--- config.mk ---
export PLATFORM = sky130hd
export DESIGN_NAME = gpio16_expander_regs_irq
export DESIGN_NICKNAME = d
export VERILOG_FILES = /design/src/gpx_pkg.sv /design/src/reg_chan_if.sv /design/src/glitch_filter.sv /design/src/spi_link.sv /design/src/gpio16_expander_regs_irq.sv
export SDC_FILE = /design/constraint.sdc
export NUM_CORES = 1
export LEC_CHECK = 0
export ABC_CLOCK_PERIOD_IN_PS = 3000
export BUFFER_PORTS_ARGS = -buffer_cell sky130_fd_sc_hd__buf_2
export CORE_MARGIN = 1.5
export CORE_UTILIZATION = 62
export DETAILED_ROUTE_END_ITERATION = 8
export PLACE_DENSITY = 0.8
export SYNTH_ARGS = -nofsm -noshare
export SYNTH_HDL_FRONTEND = slang
export SYNTH_HIERARCHICAL = 1
export SYNTH_SLANG_ARGS = --single-unit
--- constraint.sdc ---
create_clock -name core_clk -period 3 [get_ports core_clk]
set_clock_uncertainty 0.15 [all_clocks]
set_input_delay 0 -clock core_clk [delete_from_list [all_inputs] [get_ports core_clk]]
set_output_delay 0 -clock core_clk [all_outputs]
set_load 0.03 [all_outputs]
--- src/gpx_pkg.sv ---
// Constants and types shared by the GPIO expander blocks
`default_nettype none
package gpx_pkg;
   // Core clock and glitch filter timing
   localparam int CLK_NS = 50;
   localparam int REJECT_NS = 225;
   localparam int ACCEPT_NS = 1075;
   localparam int FILT_CYC = (REJECT_NS + CLK_NS - 1) / CLK_NS + 1;
   localparam int ACCEPT_CYC = ACCEPT_NS / CLK_NS;
   localparam logic [3:0] SETTLE_CYC = 4'(FILT_CYC + 3);
   // Pins and register map, one byte per address
   localparam int NPIN = 16;
   typedef logic [NPIN-1:0] pin_t;
   typedef logic [5:0] addr_t;
   typedef logic [7:0] byte_t;
   localparam addr_t A_STATE = 6'h00;
   localparam addr_t A_OUT = 6'h02;
   localparam addr_t A_INV = 6'h04;
   localparam addr_t A_DIR = 6'h06;
   localparam addr_t A_PULL = 6'h08;
   localparam addr_t A_IER = 6'h0a;
   localparam addr_t A_HIZ = 6'h0c;
   localparam addr_t A_FLAGS = 6'h0e;
   localparam addr_t A_RISE = 6'h10;
   localparam addr_t A_FALL = 6'h12;
   localparam addr_t A_FILT = 6'h14;
   // Command byte layout and bank halves
   localparam int CMD_RD_BIT = 7;
   localparam pin_t LOW_HALF = 16'h00ff;
   localparam pin_t HIGH_HALF = 16'hff00;
   // Reset values
   localparam pin_t RST_OUT = 16'hffff;
   localparam pin_t RST_DIR = 16'hffff;
   localparam pin_t RST_FILT = 16'hffff;
   localparam pin_t RST_OE_N = 16'hffff;
endpackage
`default_nettype wire

--- src/reg_chan_if.sv ---
// Register request channel between the serial link and the register core
`default_nettype none
interface reg_chan_if;
   gpx_pkg::addr_t addr;
   logic rd_req;
   logic wr_req;
   gpx_pkg::byte_t wdata;
   gpx_pkg::byte_t rdata;
   modport link (output addr, output rd_req, output wr_req, output wdata, input rdata);
   modport core (input addr, input rd_req, input wr_req, input wdata, output rdata);
endinterface
`default_nettype wire

--- src/glitch_filter.sv ---
// Per-pin input glitch filter with bypass
`default_nettype none
module glitch_filter (
   input wire logic core_clk,
   input wire logic rst,
   input wire logic clk_en,
   input wire logic raw,
   input wire logic filt_en,
   output logic level
);
   import gpx_pkg::*;

   typedef struct packed {
      logic lvl;
      logic [2:0] cnt;
   } fst_t;

   fst_t q;
   fst_t d;

   // New level accepted only after FILT_CYC differing samples
   always_comb
   begin
      d = q;
      if (!filt_en)
      begin
         d.lvl = raw;
         d.cnt = 3'h0;
      end
      else if (raw == q.lvl)
         d.cnt = 3'h0;
      else if (q.cnt == 3'(FILT_CYC - 1))
      begin
         d.lvl = raw;
         d.cnt = 3'h0;
      end
      else
         d.cnt = q.cnt + 3'h1;
   end

   always_ff @(posedge core_clk)
   begin
      if (rst)
         q <= '0;
      else if (clk_en)
         q <= d;
   end

   assign level = q.lvl;
endmodule
`default_nettype wire

--- src/spi_link.sv ---
// Serial link slave: command byte then one data byte per frame
`default_nettype none
module spi_link (
   input wire logic core_clk,
   input wire logic rst,
   input wire logic clk_en,
   input wire logic sclk,
   input wire logic cs_n,
   input wire logic mosi,
   output logic miso,
   output logic miso_oe_n,
   reg_chan_if.link bus
);
   import gpx_pkg::*;

   typedef enum logic [1:0] {IDLE = 2'b00, CMD = 2'b01, DATA = 2'b11, DONE = 2'b10} ph_t;

   typedef struct packed {
      logic [2:0] s1;
      logic [2:0] s2;
      logic sclk_p;
      ph_t ph;
      logic [2:0] bitn;
      byte_t sh;
      byte_t so;
      logic rd;
      addr_t addr;
      byte_t wdata;
      logic miso;
      logic oe_n;
      logic rd_req;
      logic wr_req;
   } lst_t;

   localparam lst_t L_RST = '{s1: 3'h2, s2: 3'h2, ph: IDLE, oe_n: 1'b1, default: '0};

   lst_t q;
   lst_t d;
   logic rise;
   logic fall;

   // Edges of the synchronised link clock
   assign rise = q.s2[2] & ~q.sclk_p;
   assign fall = ~q.s2[2] & q.sclk_p;

   // Frame sequencer, sample on rising edge, shift out on falling
   always_comb
   begin
      d = q;
      d.rd_req = 1'b0;
      d.wr_req = 1'b0;
      d.s1 = {sclk, cs_n, mosi};
      d.s2 = q.s1;
      d.sclk_p = q.s2[2];
      if (q.s2[1])
      begin
         d.ph = IDLE;
         d.oe_n = 1'b1;
         d.bitn = 3'h0;
      end
      else
      begin
         unique case (q.ph)
            IDLE:
            begin
               d.ph = CMD;
               d.oe_n = 1'b0;
               d.bitn = 3'h0;
            end
            CMD:
               if (rise)
               begin
                  d.sh = {q.sh[6:0], q.s2[0]};
                  d.bitn = q.bitn + 3'h1;
                  if (q.bitn == 3'h7)
                  begin
                     d.rd = q.sh[CMD_RD_BIT-1];
                     d.addr = {q.sh[4:0], q.s2[0]};
                     d.rd_req = q.sh[CMD_RD_BIT-1];
                     d.ph = DATA;
                  end
               end
            DATA:
            begin
               if (fall)
               begin
                  d.so = (q.bitn == 3'h0) ? bus.rdata : {q.so[6:0], 1'b0};
                  d.miso = (q.bitn == 3'h0) ? bus.rdata[7] : q.so[6];
               end
               if (rise)
               begin
                  d.sh = {q.sh[6:0], q.s2[0]};
                  d.bitn = q.bitn + 3'h1;
                  if (q.bitn == 3'h7)
                  begin
                     d.wdata = {q.sh[6:0], q.s2[0]};
                     d.wr_req = ~q.rd;
                     d.ph = DONE;
                  end
               end
            end
            DONE: d.ph = DONE;
         endcase
      end
   end

   always_ff @(posedge core_clk)
   begin
      if (rst)
         q <= L_RST;
      else if (clk_en)
         q <= d;
   end

   assign miso = q.miso;
   assign miso_oe_n = q.oe_n;
   assign bus.addr = q.addr;
   assign bus.rd_req = q.rd_req;
   assign bus.wr_req = q.wr_req;
   assign bus.wdata = q.wdata;
endmodule
`default_nettype wire

--- src/gpio16_expander_regs_irq.sv ---
// Register core, pin control and interrupt logic of the 16-pin expander
`default_nettype none
module gpio16_expander_regs_irq (
   input wire logic core_clk,
   input wire logic rst,
   input wire logic clk_en,
   input wire logic sclk,
   input wire logic cs_n,
   input wire logic mosi,
   output logic miso,
   output logic miso_oe_n,
   input wire gpx_pkg::pin_t gpio_in,
   output gpx_pkg::pin_t gpio_out,
   output gpx_pkg::pin_t gpio_oe_n,
   output gpx_pkg::pin_t pullup_on,
   output logic irq_n,
   output logic irq_oe_n
);
   import gpx_pkg::*;

   typedef struct packed {
      pin_t s1;
      pin_t s2;
      pin_t outl;
      pin_t inv;
      pin_t dir;
      pin_t pull;
      pin_t irq_enable;
      pin_t hiz;
      pin_t flags;
      pin_t rise;
      pin_t fall;
      pin_t filt;
      pin_t prev;
      pin_t snap;
      logic [3:0] settle;
      byte_t rdata;
      pin_t oe_n;
      pin_t pull_o;
      logic irq_n;
   } st_t;

   localparam st_t ST_RST = '{outl: RST_OUT, dir: RST_DIR, filt: RST_FILT,
                              oe_n: RST_OE_N, irq_n: 1'b1, default: '0};

   st_t q;
   st_t d;
   pin_t lvl;
   pin_t pstate;
   pin_t edge_r;
   pin_t edge_f;
   pin_t both;
   pin_t ev;
   pin_t ret;
   logic settled;
   logic hi;
   addr_t base;

   reg_chan_if chan ();

   // Serial register access
   spi_link u_link (
      .core_clk(core_clk),
      .rst(rst),
      .clk_en(clk_en),
      .sclk(sclk),
      .cs_n(cs_n),
      .mosi(mosi),
      .miso(miso),
      .miso_oe_n(miso_oe_n),
      .bus(chan)
   );

   // One glitch filter per pin, fed by the synchronised pin
   for (genvar i = 0; i < NPIN; i++)
   begin : g_filt
      glitch_filter u_filt (
         .core_clk(core_clk),
         .rst(rst),
         .clk_en(clk_en),
         .raw(q.s2[i]),
         .filt_en(q.filt[i]),
         .level(lvl[i])
      );
   end

   // Bank select and register base address
   assign hi = chan.addr[0];
   assign base = {chan.addr[5:1], 1'b0};
   assign settled = (q.settle == SETTLE_CYC);

   // Pin-state value seen by a read
   assign pstate = (q.dir & (q.s2 ^ q.inv))
                 | (~q.dir & q.outl);

   // Edge detection and interrupt events
   assign edge_r = lvl & ~q.prev;
   assign edge_f = ~lvl & q.prev;
   assign both = ~(q.rise ^ q.fall);
   assign ev = {NPIN{settled}} & q.dir
             & q.irq_enable
             & ((both & (edge_r | edge_f))
             | (q.rise & ~q.fall & edge_r)
             | (q.fall & ~q.rise & edge_f));
   assign ret = both & ~(lvl ^ q.snap);

   // Byte lane helpers for the two banks
   function automatic pin_t put(pin_t v, logic h, byte_t b);
      return h ? {b, v[7:0]} : {v[15:8], b};
   endfunction

   function automatic byte_t get(pin_t v, logic h);
      return h ? v[15:8] : v[7:0];
   endfunction

   // Next state of the register core
   always_comb
   begin
      pin_t clr;
      pin_t rsel;
      clr = '0;
      rsel = '0;
      d = q;
      d.s1 = gpio_in;
      d.s2 = q.s1;
      d.prev = lvl;
      // Snapshot follows the input until filters settle after reset
      if (!settled)
      begin
         d.settle = q.settle + 4'h1;
         d.snap = lvl;
      end
      // Register writes
      if (chan.wr_req)
      begin
         unique case (base)
            A_OUT: d.outl = put(q.outl, hi, chan.wdata);
            A_INV: d.inv = put(q.inv, hi, chan.wdata);
            A_DIR: d.dir = put(q.dir, hi, chan.wdata);
            A_PULL: d.pull = put(q.pull, hi, chan.wdata);
            A_IER: d.irq_enable = put(q.irq_enable, hi, chan.wdata);
            A_HIZ: d.hiz = put(q.hiz, hi, chan.wdata);
            A_RISE: d.rise = put(q.rise, hi, chan.wdata);
            A_FALL: d.fall = put(q.fall, hi, chan.wdata);
            A_FILT: d.filt = put(q.filt, hi, chan.wdata);
            default: d.settle = d.settle;
         endcase
      end
      // Register reads
      unique case (base)
         A_STATE: rsel = pstate;
         A_OUT: rsel = q.outl;
         A_INV: rsel = q.inv;
         A_DIR: rsel = q.dir;
         A_PULL: rsel = q.pull;
         A_IER: rsel = q.irq_enable;
         A_HIZ: rsel = q.hiz;
         A_FLAGS: rsel = q.flags;
         A_RISE: rsel = q.rise;
         A_FALL: rsel = q.fall;
         A_FILT: rsel = q.filt;
         default: rsel = '0;
      endcase
      if (chan.rd_req)
      begin
         d.rdata = get(rsel, hi);
         if (base == A_STATE)
         begin
            clr = hi ? HIGH_HALF : LOW_HALF;
            d.snap = (q.snap & ~clr) | (lvl & clr);
         end
      end
      // Flags: a new event wins over any clear in the same cycle
      d.flags = ((q.flags & ~clr & ~ret) | ev) & q.dir;
      d.oe_n = d.dir | d.hiz;
      d.pull_o = d.pull & d.dir;
      d.irq_n = ~|d.flags;
   end

   always_ff @(posedge core_clk)
   begin
      if (rst)
         q <= ST_RST;
      else if (clk_en)
         q <= d;
   end

   // Outputs straight from flops
   assign chan.rdata = q.rdata;
   assign gpio_out = q.outl;
   assign gpio_oe_n = q.oe_n;
   assign pullup_on = q.pull_o;
   assign irq_n = q.irq_n;
   assign irq_oe_n = q.irq_n;
endmodule
`default_nettype wire

[Word-level counts from Yosys, hierarchy flattened]
Index checks and enable logic that the tools add are counted.
Widths: inputs -> output; s select.
Storage, ports and cells
  input port bits: 22
  bits in registers: 378
Operators by class
  reductions and logical operators: 45
  bitwise gates (word level): 47
  mux-type cells: 116
  add/sub/neg operators: 18
  equal/unequal tests: 85
Operator list (number)
  $and 16x16->16: 19
  $mux 16: 13
  $pmux 16 s11: 1
  $not 16->16: 10
  $or 16x16->16: 7
  $mux 3: 32
  $mux 4: 16
  $mux 64: 1
  $reduce_and 4->1: 14
  $add 3x1->3 const B: 17
  $eq 3x3->1 const B: 17
  $reduce_and 3->1: 16
  $xor 16x16->16: 3
  $mux 1: 41
  $ne 2x1->1 const B: 18
  $ne 2x2->1 const B: 16
  $mux 13: 2
  $eq 5x3->1 const B: 4
  $mux 20: 1
  $reduce_and 5->1: 4
  $eq 1x1->1: 16
  $reduce_or 16->1: 1
  $eq 5x4->1 const B: 3
  $pmux 7 s2: 1
  22 further kinds: 38

[Longest topological paths before layout]
  depth after elaboration: 11
  gate-level depth with buffers: 11
  depth with buffers taken out: 8

[Modules after synthesis]
The synthesis kept the hierarchy.
By module, submodules not included
  gpio16_expander_regs_irq: cells each 1635, area an instance 13892.1 um2, instances 1
  glitch_filter: cells each 23, area an instance 206.4 um2, instances 16
  spi_link: cells each 218, area an instance 2021.9 um2, instances 1

[Worst setup path before layout]
No wires, ideal clock.
  path kind: register -> register
  start: register u_link.q, in the netlist u_link/bus.addr[5]
  end: register q[203] (netlist bit)
  cell stages (with the launch flop): 11
  arrival: 1.863 ns
  period minus slack after synthesis: 2.132 ns
  required time: 2.730 ns
  path slack: 0.868 ns
  cell sequence: dfxtp_1 buf_4 buf_4 and3b_2 and2_1 buf_6 and3_4 buf_6 buf_6 and3_1 a211o_1
Between the ends
  cells in the longest elaborated chain, start to end: 3
Ends and longest elaborated chain
  start: declaration: line spi_link.sv:37  | lst_t q;
  start signal: assignment: line spi_link.sv:110  | q <= L_RST;
  start signal: assignment: line spi_link.sv:112  | q <= d;
  $eq 5x2->1: line gpio16_expander_regs_irq.sv:136  | unique case (base)
  $mux 16: line gpio16_expander_regs_irq.sv:136
  $mux 64: line gpio16_expander_regs_irq.sv:134  | if (chan.wr_req)
  end signal: assignment: line gpio16_expander_regs_irq.sv:183  | q <= ST_RST;
  end signal: assignment: line gpio16_expander_regs_irq.sv:185  | q <= d;
  end: declaration: line gpio16_expander_regs_irq.sv:46  | st_t q;
Every way passes these cells.
A chain may end at the register's enable or synchronous reset.

[Final worst setup path]
  start: register u_link.q, in the netlist u_link/bus.addr[5]
  end: register q, in the netlist chan.rdata[3]
Between the ends
  cells in the longest elaborated chain, start to end: 3
  elaborated cells between the ends (all ways): 13
  classes of those cells: eq/ne (10); mux (2); reduce/logical (1)
Ends and longest elaborated chain
  $eq 5x4->1, or another cell as far along: line gpio16_expander_regs_irq.sv:150  | unique case (base)
  $pmux 16 s11 (*): line gpio16_expander_regs_irq.sv:150
  $mux 8 (*): line gpio16_expander_regs_irq.sv:113  | return h ? v[15:8] : v[7:0];
Every way passes the cells marked *; elsewhere a longest branch is shown, timed or not.

==> flow_summary.ini <==
[placement]
io_buffers = 73
place.gp.congestion = 0.960
place_hpwl_mm = 36.7
preCtsSetupSlack_ns = 0.169

[die]
rows = 64
core_area_sq_um = 30500
start_util = 0.630
die_area_sq_um = 32100
io_pins = 74
fp.dieW_um = 179
die_h_um = 179

[timing]
setup_viol = 0
rsz0062_at_grt = no
worst_pin_slew_ns = 1.19
finalMaxSlewViolations = 0
period_share = 0.957
min_period_ns = 2.87
worst_slack_ns = 0.129
fin_tns_setup_ns = 0
fmax_mhz = 348
relSlewSlack = 0.207
hold_viol = 0

[clock_tree]
clk_pin_slew_ns = 0.06
cts_buffer_depth = 3
postCtsSetupBuffers = 0
numCtsBuffers = 42
cts_tree = yes
clock-sinks = 378
clock_latency_ns = 0.55
cts_root_buffer = clkbuf_16
h-tree-depth = 2
ctsResizeCount = 0

[synth]
synth_seq_area_share = 0.394
synth_area_leaders = dfxtp_1, mux2i_1, nand2_1
avgSynthCellArea_sq_um = 8.65
syn_nets = 2312
syn_area_sq_um = 19200
synth_seq_cells = 378
yosys_warnings = 6
synthFlopType = dfxtp_1
synth_edf_count = 0
synth_common_cells = dfxtp_1, nand2_1, nor2_1, mux2i_1, a21oi_1
synth_top_area_frac = 0.394
yosysTopAreaCell = dfxtp_1
synth-async-reset-ratio = 0
synth_most_common_cell = dfxtp_1
ys_types = 78
synthCells = 2221

[critical_path]
crit_fanout = 13
worst-endpoint-required_ns = 3.24
startpoint = u_link/bus.addr[5]$_SDFFE_PP0P_
cp_num_buf_inv = 0
r2r-end = chan.rdata[3]$_SDFFE_PP0P_
path_depth = 6
worstPathArrival_ns = 3.11
ff2ff_path_depth = 6
criticalPathCategory = register to register
cpLargestDelayFamily = compound AO/OA/AOI/OAI gates
crit_path_start_kind = register
critPathMaxStageDelay_ns = 0.70
reg2reg_from = u_link/bus.addr[5]$_SDFFE_PP0P_
r2r_setup_slack_ns = 0.13
cp-end-kind = register
cp_cell_sequence = and3b_2, and2_1, a222oi_1, nand3_1, a2111oi_0, a211oi_1
endpoint = chan.rdata[3]$_SDFFE_PP0P_
cp_slowest_cell = a2111oi_0

[power_and_ir_drop]
p_switching_mw = 2.40
power.internal_mw = 8.51
switching_share = 0.220
total_power_mw = 10.9
ir_drop_v = 0.000558
clockPowerShare = 0.494
p_comb_frac = 0.037
p_leak_nw = 8.35
power_per_cell_area_nw_per_um2 = 519
p_seq_frac = 0.469

[cells_and_area]
n_fill_cell = 2396
layout.nets = 2293
drive_gt1_frac = 0.113
area_growth_pct = 9.44
antenna_cells = 0

[run_status]
status = complete, but fails checks
violations = design-rule violations

[detailed_routing]
avgRoutedWirePerCell_um = 20.6
vias_per_cell = 6.25
drt_first_pass_iters = 8
ant_nets = 0
vias = 16400
wirelength_mm = 54.2
drtIter0Drc = 1492
drc_errors = 1

[run]
maxCapViolations = 0

[grt]
grt_overflow_total = 0
antenna_found_initial = 1
grt_pass1_vias = 15100
grt_max_degree = 179
grt_usage = 0.335
grt_pass1_wl_mm = 83.6

[hold_path]
holdPathStages = 4
hold_path_class = input port to register
-- power groups by stage --
stage / combinational, mW / clock, mW / sequential, mW
floorplan: 0.268 / 0 / 5.21
global placement: 0.360 / 0 / 5.22
detailed placement: 0.374 / 0 / 5.22
CTS: 0.401 / 5.44 / 5.11
global route: 0.440 / 5.64 / 5.12
finish: 0.405 / 5.40 / 5.11
-- per-stage QoR --
stage / cells / hold WS, ns / area [sq um] / util
4_1_cts: 2627 / 0.0658 / 21000 / 0.689
3_3_place_gp: 2528 / 0.0681 / 19300 / 0.633
2_1_floorplan: 2221 / -0.0809 / 19200 / -
3_5_place_dp: 2528 / 0.0822 / 19300 / 0.633
5_1_grt: 2627 / 0.117 / 21000 / 0.689
6_report: 2627 / 0.0815 / 21000 / 0.689
-- registers in the layout, summed over array words and instances, names as in the netlist, 16 cells and up, named ones only --
register	cells
q	180
gpio_out	16
d	16
gpio_oe_n	16
u_link/q	23
pullup_on	16
g_filt.u_filt/q	48
g_filt.u_filt/level	16
-- final cells by class --
cell class                      instances  area (sq um)  share of cell area
Multi-Input combinational cell       1504         10000               0.476
Sequential cell                       378          7570               0.360
Clock buffer                           55          1180              0.0562
Timing Repair Buffer                  140          1000              0.0475
Inverter                              136           510              0.0243
Tap cell                              396           495              0.0236
Clock inverter                         18           269              0.0128
-- layout by cell type (no fill, tap or decap), types with 23 or more instances in the layout --
master | Yosys | routed
a21oi_1 | 138 | 138
buf_2 | 32 | 71
nand2_1 | 248 | 248
inv_1 | 136 | 136
clkbuf_16 | 0 | 43
a211oi_1 | 33 | 33
a22oi_1 | 39 | 39
nand3b_1 | 52 | 52
dlygate4sd3_1 | 0 | 26
o21ai_0 | 31 | 31
mux2i_1 | 160 | 160
nand2b_1 | 23 | 23
xnor2_1 | 32 | 32
a222oi_1 | 30 | 30
or2b_1 | 32 | 32
nand3_1 | 94 | 94
dfxtp_1 | 378 | 378
nand4_1 | 44 | 44
ha_1 | 69 | 69
nor2_1 | 192 | 192
buf_4 | 71 | 37
-- worst register-to-register path, stage by stage, from the launching register on --
cell and delay, ns:
dfxtp_1 0.56, and3b_2 0.28, and2_1 0.42, a222oi_1 0.40, nand3_1 0.11, a2111oi_0 0.70, a211oi_1 0.10
-- worst min-delay path by stage --
stage                 from                                  to  slack (ns)
2_1_floorplan          rst  g_filt[0].u_filt/q[0]$_SDFFE_PP0P_       -0.08
3_3_place_gp          cs_n           u_link/d[42]$_SDFFE_PP1P_        0.07
3_5_place_dp          cs_n           u_link/d[42]$_SDFFE_PP1P_        0.08
4_1_cts               cs_n           u_link/d[42]$_SDFFE_PP1P_        0.07
5_1_grt               cs_n           u_link/d[42]$_SDFFE_PP1P_        0.12
6_report       gpio_in[13]                 d[250]$_SDFFE_PP0P_        0.08
-- repair_timing --
action                                 CTS  global route
endpoints found under the hold margin  109             0
setup endpoints to repair                0             0
hold buffers                            26             0
-- per-layer routing --
metal,wire length [um],global-route usage,vias up
met1,23400,0.476,7828
met3,5290,0.0515,125
li1,-,-,7679
met2,23900,0.515,797
met5,0,0,-
met4,1670,0.119,0
-- logic make-up (layout without fill, tap and decap cells) --
logic type               count (synthesis)  in the layout  synth area share
flip-flops                             378            378             0.394
AO/OA/AOI/OAI                          422            422             0.157
multiplexers                           162            162            0.0845
XOR/XNOR                                50             50            0.0228
AND/OR/NAND/NOR                        801            801             0.211
adder cells (fa/ha/maj)                 69             69            0.0449
buffers and inverters                  339            349            0.0854
No activity file was read; power rests on OpenSTA's default activity.
